## src/design/pcr_pkg.sv

```systemverilog
package pcr_pkg;
   // ----------------------------------------------------------------------
   // Command patterns
   // ----------------------------------------------------------------------
   localparam logic [15:0] PCR_CMD_KEY        = 16'h5555;

   // ----------------------------------------------------------------------
   // Clock defaults
   // ----------------------------------------------------------------------
   localparam int          PCR_CLK_MHZ        = 250;
   localparam logic [3:0]  PCR_SYSCLK_RST     = 4'h1;   // 24.576 MHz step
   localparam logic [3:0]  PCR_SYSCLK_MIN     = 4'h0;   // 20.48 MHz step
   localparam logic [3:0]  PCR_SYSCLK_MAX     = 4'h7;   // 49.152 MHz step
   localparam logic [2:0]  PCR_CPUDIV_RST     = 3'h3;   // divide by 8
   localparam logic [2:0]  PCR_CPUDIV_WAKE    = 3'h3;   // divide by 8

   // ----------------------------------------------------------------------
   // Base oscillator and timebase
   // ----------------------------------------------------------------------
   localparam int          PCR_BASE_HZ        = 32768;
   localparam int          PCR_TICK_HZ        = 2;
   localparam int          PCR_TICK_DIV       = PCR_BASE_HZ / PCR_TICK_HZ;

   // ----------------------------------------------------------------------
   // Voltage detect control fields
   // ----------------------------------------------------------------------
   localparam int          PCR_LVD_FLAG_BIT   = 12;
   localparam logic [1:0]  PCR_LVD_SEL_RST    = 2'h0;   // 2.6 V
   localparam int          PCR_SOFT_FLAG_BIT  = 0;

   // ----------------------------------------------------------------------
   // Watchdog
   // ----------------------------------------------------------------------
   localparam int          PCR_WDT_MS         = 1000;
   localparam int          PCR_WDT_CYC        = PCR_WDT_MS * 1000 * PCR_CLK_MHZ;
   localparam int          PCR_RST_HOLD       = 16;

   typedef enum logic [1:0] {
      PCR_RUN   = 2'b00,
      PCR_PLLOF = 2'b01,
      PCR_SLEEP = 2'b10,
      PCR_WAKE  = 2'b11
   } pcr_state_t;
endpackage

```

## src/design/pcr_ctrl.sv

```systemverilog
`timescale 1ns/1ps
// What this block does
// - System clock select picks PLL output 20.48 to 49.152 MHz, readable back.
// - After reset the system clock is 24.576 MHz and CPU divide is 8.
// - Every wakeup restarts the CPU clock at system clock divided by 8.
// - A 2 Hz tick derived from the 32 kHz clock, for time and wakeup.
// - Writing 5555 to the sleep command stops the CPU clock, enters standby.
// - In standby memory and pin state are held until wakeup.
// - Wakeup sources: port A change, timebase tick, fast and eight normal interrupts.
// - Key wakeup raised when port A differs from the last latched read.
// - After wakeup the CPU resumes after the sleep instruction, no reset.
// - Software may keep or stop the 32 kHz oscillator during standby.
// - Accepted sleep turns the PLL off, then enters sleep.
// - Wakeup re-enables the PLL; the CPU clock then restarts one cycle later.
// - Four voltage detect thresholds 2.6, 2.8, 3.0, 3.2 V selectable.
// - Bit 12 of voltage detect control reads one while supply is below threshold.
// - Supply below low-voltage reset level generates a system reset.
// - Enabled watchdog overflow asserts a system reset.
// - Writing 5555 to soft reset command resets as the external pin does.
// - A soft reset sets a flag in the system voltage control register.
// - External reset input is active low.
// - Base oscillator runs at nominal 32768 Hz.
module pcr_ctrl
   import pcr_pkg::*;
#(
   parameter int WDT_CYCLES = PCR_WDT_CYC,
   parameter int TICK_DIV   = PCR_TICK_DIV
) (
   // Clock and reset
   input  wire logic        clock,
   input  wire logic        rst,
   input  wire logic        external_reset_n,
   // Analogue comparators and base oscillator
   input  wire logic        base_clk_edge,
   input  wire logic [3:0]  below_level,
   input  wire logic        low_voltage_reset,
   // System clock select register
   input  wire logic        sysclk_we,
   input  wire logic [3:0]  sysclk_sel_wdata,
   input  wire logic [2:0]  cpudiv_wdata,
   output logic      [3:0]  system_clock_select_reg,
   output logic      [2:0]  cpu_div,
   // Command registers
   input  wire logic        sleep_we,
   input  wire logic        soft_reset_we,
   input  wire logic [15:0] cmd_wdata,
   // Port A wakeup
   input  wire logic [15:0] port_a_pins,
   input  wire logic        port_a_read,
   input  wire logic        key_wake_en,
   output logic      [15:0] port_a_data_reg,
   // Interrupt wakeup sources
   input  wire logic        fast_interrupt,
   input  wire logic [7:0]  irq,
   input  wire logic        tick_wake_en,
   // Oscillator in standby
   input  wire logic        osc_keep_we,
   input  wire logic        osc_keep_wdata,
   // Voltage detect control
   input  wire logic        lvd_we,
   input  wire logic [1:0]  lvd_sel_wdata,
   output logic      [15:0] voltage_detect_control_reg,
   // System voltage control
   input  wire logic        sysv_we,
   input  wire logic        sysv_flag_wdata,
   output logic      [15:0] system_voltage_control_reg,
   // Watchdog
   input  wire logic        wdt_enable,
   input  wire logic        wdt_clear,
   // Status and clock gates
   output logic             pll_on,
   output logic             cpu_clk_en,
   output logic             osc_on,
   output logic             tick_2hz,
   output logic             key_wake,
   output logic             in_standby,
   output logic             sys_reset
);
   // ----------------------------------------------------------------------
   // State
   // ----------------------------------------------------------------------
   pcr_state_t  st_q;
   pcr_state_t  st_d;
   logic [3:0]  sel_q;
   logic [2:0]  div_q;
   logic [1:0]  lvd_sel_q;
   logic        lvd_flag_q;
   logic        soft_flag_q;
   logic        osc_keep_q;
   logic [15:0] latch_q;
   logic [31:0] wdt_q;
   logic [4:0]  hold_q;
   logic        key_q;
   logic        tick;

   // True while the processor is running normally
   function automatic logic is_running(input pcr_state_t s);
      is_running = (s == PCR_RUN);
   endfunction

   // ----------------------------------------------------------------------
   // Reset sources
   // ----------------------------------------------------------------------
   logic cmd_ok;
   logic soft_hit;
   logic sleep_hit;
   logic wdt_ovf;
   logic any_rst;

   assign cmd_ok    = (cmd_wdata == PCR_CMD_KEY);
   assign soft_hit  = soft_reset_we && cmd_ok;
   assign sleep_hit = sleep_we && cmd_ok && is_running(st_q);
   assign wdt_ovf   = wdt_enable && (wdt_q == 32'(WDT_CYCLES - 1));
   assign any_rst   = rst || !external_reset_n || low_voltage_reset || wdt_ovf || soft_hit;

   // Stretch any reset so the system sees a clean pulse
   always_ff @(posedge clock) begin
      if (rst) begin
         hold_q <= 5'(PCR_RST_HOLD);
      end else if (any_rst) begin
         hold_q <= 5'(PCR_RST_HOLD);
      end else if (hold_q != 5'h00) begin
         hold_q <= hold_q - 5'h01;
      end
   end

   // ----------------------------------------------------------------------
   // Soft reset flag survives its own reset
   // ----------------------------------------------------------------------
   // flag set on soft reset
   always_ff @(posedge clock) begin
      if (rst || !external_reset_n || low_voltage_reset) begin
         soft_flag_q <= 1'b0;
      end else if (soft_hit) begin
         soft_flag_q <= 1'b1;
      end else if (sysv_we) begin
         soft_flag_q <= sysv_flag_wdata;
      end
   end

   // ----------------------------------------------------------------------
   // Watchdog counter
   // ----------------------------------------------------------------------
   // Keeps counting in standby, so disable it before a long sleep
   // cleared by software
   always_ff @(posedge clock) begin
      if (any_rst || !wdt_enable || wdt_clear) begin
         wdt_q <= 32'h0000_0000;
      end else begin
         wdt_q <= wdt_q + 32'h0000_0001;
      end
   end

   // ----------------------------------------------------------------------
   // Clock select and divider
   // ----------------------------------------------------------------------
   logic sel_ok;
   assign sel_ok = (sysclk_sel_wdata >= PCR_SYSCLK_MIN) && (sysclk_sel_wdata <= PCR_SYSCLK_MAX);

   always_ff @(posedge clock) begin
      if (any_rst) begin
         sel_q <= PCR_SYSCLK_RST;
         div_q <= PCR_CPUDIV_RST;
      end else if (st_q == PCR_WAKE) begin
         div_q <= PCR_CPUDIV_WAKE;
      end else if (sysclk_we && is_running(st_q)) begin
         if (sel_ok) begin
            sel_q <= sysclk_sel_wdata;
         end
         div_q <= cpudiv_wdata;
      end
   end

   // ----------------------------------------------------------------------
   // Voltage detection and standby oscillator choice
   // ----------------------------------------------------------------------
   always_ff @(posedge clock) begin
      if (any_rst) begin
         lvd_sel_q  <= PCR_LVD_SEL_RST;
         lvd_flag_q <= 1'b0;
         osc_keep_q <= 1'b1;
      end else begin
         if (lvd_we) begin
            lvd_sel_q <= lvd_sel_wdata;
         end
         lvd_flag_q <= below_level[lvd_sel_q];
         if (osc_keep_we) begin
            osc_keep_q <= osc_keep_wdata;
         end
      end
   end

   // ----------------------------------------------------------------------
   // Port A latch and key wakeup
   // ----------------------------------------------------------------------
   always_ff @(posedge clock) begin
      if (any_rst) begin
         latch_q <= 16'h0000;
         key_q   <= 1'b0;
      end else begin
         if (port_a_read) begin
            latch_q <= port_a_pins;
         end
         // Level output: stays up while the pins differ from the latch
         // mismatch with latched state
         key_q <= key_wake_en && (port_a_pins != latch_q);
      end
   end

   // ----------------------------------------------------------------------
   // Timebase
   // ----------------------------------------------------------------------
   // Divider restarts each time the oscillator is stopped
   // half-second tick
   pcr_tick_div #(
      .DIV       (TICK_DIV)
   ) u_tick (
      .clock     (clock),
      .rst       (any_rst),
      .base_edge (base_clk_edge),
      .run       (osc_on),
      .tick      (tick)
   );

   // ----------------------------------------------------------------------
   // Sleep sequencer
   // ----------------------------------------------------------------------
   logic wake_src;
   assign wake_src = key_q || (tick_wake_en && tick) || fast_interrupt || (|irq);

   always_comb begin
      st_d = st_q;
      unique case (st_q)
         PCR_RUN: begin
            if (sleep_hit) begin
               st_d = PCR_PLLOF;
            end
         end
         PCR_PLLOF: begin
            st_d = PCR_SLEEP;
         end
         PCR_SLEEP: begin
            if (wake_src) begin
               st_d = PCR_WAKE;
            end
         end
         PCR_WAKE: begin
            st_d = PCR_RUN;
         end
      endcase
   end

   always_ff @(posedge clock) begin
      if (any_rst) begin
         st_q <= PCR_RUN;
      end else begin
         st_q <= st_d;
      end
   end

   // ----------------------------------------------------------------------
   // Next-state decodes for the registered outputs
   // ----------------------------------------------------------------------
   logic        nxt_run;
   logic        nxt_sleep;
   logic        pll_d;
   logic        osc_d;
   logic        sys_reset_d;
   logic [15:0] vdc_word;
   logic [15:0] svc_word;

   // Decode the next state so each gate moves on the same edge as the state
   assign nxt_run     = is_running(st_d);
   assign nxt_sleep   = (st_d == PCR_SLEEP);
   // PLL off in the shutdown step and in sleep
   assign pll_d       = nxt_run || (st_d == PCR_WAKE);
   // oscillator stops in sleep only if software chose so
   assign osc_d       = !(nxt_sleep && !osc_keep_q);
   // System reset stands until the stretch counter nearly runs out
   assign sys_reset_d = any_rst || (hold_q > 5'h01);

   // Readback words: select in [1:0], below flag in bit 12, soft flag in bit 0
   assign vdc_word    = {3'h0, lvd_flag_q, 10'h000, lvd_sel_q};
   assign svc_word    = {15'h0000, soft_flag_q};

   // ----------------------------------------------------------------------
   // Registered outputs
   // ----------------------------------------------------------------------
   always_ff @(posedge clock) begin
      if (rst) begin
         pll_on      <= 1'b1;
         cpu_clk_en  <= 1'b1;
         osc_on      <= 1'b1;
         in_standby  <= 1'b0;
         sys_reset   <= 1'b1;
      end else begin
         pll_on      <= pll_d;
         cpu_clk_en  <= nxt_run;
         osc_on      <= osc_d;
         in_standby  <= nxt_sleep;
         sys_reset   <= sys_reset_d;
      end
   end

   always_ff @(posedge clock) begin
      if (rst) begin
         system_clock_select_reg    <= PCR_SYSCLK_RST;
         cpu_div                    <= PCR_CPUDIV_RST;
         port_a_data_reg            <= 16'h0000;
         voltage_detect_control_reg <= 16'h0000;
         system_voltage_control_reg <= 16'h0000;
         tick_2hz                   <= 1'b0;
         key_wake                   <= 1'b0;
      end else begin
         system_clock_select_reg    <= sel_q;
         cpu_div                    <= div_q;
         port_a_data_reg            <= latch_q;
         voltage_detect_control_reg <= vdc_word;
         system_voltage_control_reg <= svc_word;
         tick_2hz                   <= tick;
         key_wake                   <= key_q;
      end
   end
endmodule

```

## src/design/pcr_tick_div.sv

```systemverilog
`timescale 1ns/1ps
module pcr_tick_div
   import pcr_pkg::*;
#(
   parameter int DIV = PCR_TICK_DIV
) (
   // Clock and reset
   input  wire logic clock,
   input  wire logic rst,
   // Base clock edge and enable
   input  wire logic base_edge,
   input  wire logic run,
   // Tick out
   output logic      tick
);
   logic [15:0] cnt_q;
   logic [15:0] cnt_d;
   logic        wrap;

   // Count base edges, wrap every half second
   assign wrap  = base_edge && (cnt_q == 16'(DIV - 1));
   assign cnt_d = wrap ? 16'h0000 : (base_edge ? cnt_q + 16'h0001 : cnt_q);

   // Counter and one-cycle tick
   always_ff @(posedge clock) begin
      if (rst || !run) begin
         cnt_q <= 16'h0000;
         tick  <= 1'b0;
      end else begin
         cnt_q <= cnt_d;
         tick  <= wrap;
      end
   end
endmodule

```

## config.mk

```make
export PLATFORM = sky130hd
export DESIGN_NAME = pcr_ctrl
export DESIGN_NICKNAME = d
export VERILOG_FILES = /design/src/design/pcr_pkg.sv /design/src/design/pcr_ctrl.sv /design/src/design/pcr_tick_div.sv
export SDC_FILE = /design/constraint.sdc
export NUM_CORES = 1
export LEC_CHECK = 0
export CORE_MARGIN = 4
export CORE_UTILIZATION = 28
export CTS_BUF_LIST = sky130_fd_sc_hd__clkbuf_16
export CTS_CLUSTER_SIZE = 12
export DETAILED_ROUTE_END_ITERATION = 7
export DONT_BUFFER_PORTS = 1
export GPL_TIMING_DRIVEN = 1
export SETUP_SLACK_MARGIN = 0.1
export SYNTH_ARGS = -nofsm -noshare
export SYNTH_HDL_FRONTEND = slang
export SYNTH_HIERARCHICAL = 1
export SYNTH_SLANG_ARGS = --single-unit
```

## constraint.sdc

```tcl
create_clock -name clock -period 3.1 [get_ports clock]
set_input_delay 0.62 -clock clock [delete_from_list [all_inputs] [get_ports clock]]
set_output_delay 0.62 -clock clock [all_outputs]
set_load 0.02 [all_outputs]
```

==> summary.txt <==
Rows: 49
GRT Total Usage: 10.57%
FILL cells: 1846
Power Density: 606.0 nW/um^2
Synth Area in Adders: 2.452%
worst r2r dst: wdt_q[8]
DRT iter0 DRCs: 146
area share of and/or/nand/nor cells after synthesis: 25.60%
Netlist Area Pre-Place: 5102 um^2
WHS Path Cells: 1
Overflow after GRT: 0
XOR/XNOR Fraction of Synth Area: 9.956%
Post-Route Utilization: 31.91%
n_diodes: 0
Post CTS Setup Buffer Count: 0
Worst path max stage delay: 0.52 ns
num ports: 134
slowest CP cell: or4b_1
share of cells above drive strength 1: 9.497%
R2R Path Start: wdt_q[9]
GRT Max-Usage Layer: met2
nets@finish: 606
dpl hpwl: 7868 um
Setup crit end kind: register
unrepaired setup endpoints after global routing: no
PostCTS Resize Cnt: 0
R2R depth: 5
final hold slack: 0.2760 ns
CTS tree: built
total negative slack: 0 ns
WP data arrival: 2.52 ns
Hold Path End: port_a_data_reg[12]
core area: 17960 um^2
Gate Count Post-Synth: 520
Max Slew Vio Count: 0
Max Clk Rate: 0.4437 GHz
vias per cell: 4.509
Max Root-Sink Buffers: 2
routability cong.: 0.7683
Synth warnings: 6
mean routed wirelength per cell: 13.83 um
clock net sink count: 119
period utilisation layout: 72.70%
Biggest register: wdt_q
GR Util met2: 16.42%
Top FF cell, synth: dfxtp_1
clock root buffer: clkbuf_16
clock slew at the register clock pins of the worst setup and hold paths: 0.05 ns
Area Overhead vs Synth: 12.36%
ANT nets after route: 0
Crit Path Class: reg2reg
status: finished, final reports clean
Slew @ Worst Pin: 0.7159 ns
initial antenna violation count: 0
# setup viols final: 0
Vias: 3454
H-tree depth: 4
CP Cell Sequence: or4b_1 > nor4_4 > nand4_4 > nand2_2 > nor2_1
Leak: 2.131 nW
largest net degree at the start of global routing: 34
TritonCTS Buffers: 17
drc violations: 0
Hold Path Origin: rst
first-pass GRT wire length: 16880 um
die footprint: 20450 um^2
CP required: 3.37 ns
sequential fraction of the synthesis area: 46.69%
Yosys cell types: 45
Peak VDD IR: 0.4967 mV
Hold Crit Class: in2reg
Placement Cell Area: 5190 um^2
final hold vios: 0
Post-CTS Hold Fix Bufs: 0
Slew HR: 51.90%
vias in the first global route: 3295
Post-synth EDFFs: 0
max reg flops: 32
max-cap violation count: 0
min cycle time layout: 2.254 ns
Die Y: 143.0 um
Final Skew: 0.009076 ns
Port Buffers: 0
die width: 143.0 um
multiplexer share of the synthesized area: 5.983%
met1 usage: 13.15%
clk_lat worst skew: 0.41 ns
Compound-Gate Fraction of Synth Area: 2.550%
Avg Cell Area, Syn: 9.812 um^2
Synth Register Bits: 119
Post-synth ARST share: 0%
Reg2Reg Setup Slack: 0.85 ns
Setup crit start kind: register
post-route cell area: 5733 um^2
Initial Utilization: 28.40%
first-pass detailed-route iteration total: 4
Routed WL: 10600 um
CP max FO: 31
combinational family with the most area after synthesis: simple AND/OR/NAND/NOR gates
GR Util met3: 3.851%
==> worst max-delay path by stage <==
stage	from	end
6_report	wdt_q[9]	wdt_q[8]
5_1_grt	wdt_q[9]	wdt_q[8]
4_1_cts	wdt_q[9]	wdt_q[8]
3_5_place_dp	cmd_wdata[3]	pll_on
3_3_place_gp	cmd_wdata[15]	pll_on
2_1_floorplan	rst	u_tick/cnt_q[0]
==> power breakdown <==
group	total [mW]	internal (mW)	switching, mW
Clock	1.80	1.15	0.654
Sequential	1.56	1.55	0.0156
Combinational	0.108	0.0415	0.0669
Total	3.47	2.74	0.736
==> synthesized netlist by cell type (2+ instances only) <==
| library cell | instances | area share, % |
|---|---|---|
| xor2_1 | 35 | 6.0 |
| a21oi_1 | 7 | 0.69 |
| nor4_4 | 2 | 0.83 |
| nor2_1 | 75 | 5.5 |
| nand4_4 | 2 | 0.83 |
| nor4_1 | 14 | 1.7 |
| or4b_1 | 2 | 0.39 |
| nand2_1 | 21 | 1.5 |
| o21ai_0 | 3 | 0.29 |
| nand4_1 | 13 | 1.6 |
| or2_2 | 5 | 0.61 |
| nor4bb_1 | 4 | 0.78 |
| and3_1 | 10 | 1.2 |
| and2_1 | 3 | 0.37 |
| buf_6 | 4 | 0.88 |
| or3_1 | 4 | 0.49 |
| mux2i_1 | 26 | 5.1 |
| ha_1 | 10 | 2.5 |
| nand3_1 | 17 | 1.7 |
| nor3_1 | 12 | 1.2 |
| dfxtp_1 | 119 | 47 |
| inv_1 | 9 | 0.66 |
| nor2b_1 | 28 | 3.4 |
| xnor2_1 | 23 | 3.9 |
| clkbuf_1 | 8 | 0.59 |
| nand2_2 | 2 | 0.25 |
| nand2b_1 | 4 | 0.49 |
| buf_4 | 31 | 4.6 |
| mux2_2 | 2 | 0.44 |
| a31o_2 | 2 | 0.34 |
| and4_1 | 9 | 1.5 |
==> logic make-up (layout without fill, tap and decap cells) <==
family / Yosys count / count (layout)
simple gates: 233 / 233
flops: 119 / 119
xor+xnor: 58 / 58
buf+inv: 52 / 42
mux: 29 / 29
compound gates: 18 / 18
fa+ha+maj: 10 / 10
other cells: 1 / 28
==> area by class of cell <==
cell class	instances	area [um^2]	share of cell area [%]
multi-input combinational	376	2480	43.26
inverter	9	33.78	0.5893
timing repair buffer	1	7.507	0.1309
tap	229	286.5	4.998
clock inverter	15	117.6	2.052
sequential	119	2382	41.55
clock buffer	17	425.4	7.420
==> worst max-delay path: cells and delay by family (launching register included) <==
kind / cells / cell delay, ns
DFF: 1 / 0.43
and+or+nand+nor: 5 / 1.66
==> cell usage in the layout, fill, tap and decap left out, types with 2 or more instances in the layout <==
cell / netlist / layout
a31o_2: 2 / 2
nand2_1: 21 / 21
nand2b_1: 4 / 4
nor2_1: 75 / 75
xnor2_1: 23 / 23
nand4_4: 2 / 2
dfxtp_1: 119 / 119
or3_1: 4 / 4
clkinv_2: 0 / 7
conb_1: 1 / 28
nor3_1: 12 / 12
xor2_1: 35 / 35
and4_1: 9 / 9
and3_1: 10 / 10
ha_1: 10 / 10
mux2_2: 2 / 2
nand3_1: 17 / 17
or2_2: 5 / 5
nand4_1: 13 / 13
nand2_2: 2 / 2
o21ai_0: 3 / 3
clkinv_1: 0 / 6
and2_1: 3 / 3
mux2i_1: 26 / 26
or4b_1: 2 / 2
nor4_4: 2 / 2
inv_1: 9 / 9
nor2b_1: 28 / 28
nor4_1: 14 / 14
a21oi_1: 7 / 7
bufinv_16: 0 / 2
nor4bb_1: 4 / 4
clkbuf_16: 0 / 17
==> routing by layer <==
metal | share of wire, % | up-vias | wire length (um)
met3 | 7.3 | 16 | 772
met4 | 2.0 | 0 | 211
met1 | 45 | 1610 | 4742
met5 | 0 | - | 0
met2 | 46 | 105 | 4870
li1 | - | 1723 | -
==> stage by stage <==
step / cells / power [mW] / setup WS [ns]
CTS: 766 / 3.523 / 0.8124
finish: 766 / 3.474 / 0.8462
floorplan: 547 / 1.725 / 0.8285
global route: 766 / 3.606 / 0.6681
detailed placement: 734 / 1.702 / 0.7091
global placement: 734 / 1.701 / 0.7202
No activity file was read; power rests on OpenSTA's default activity.
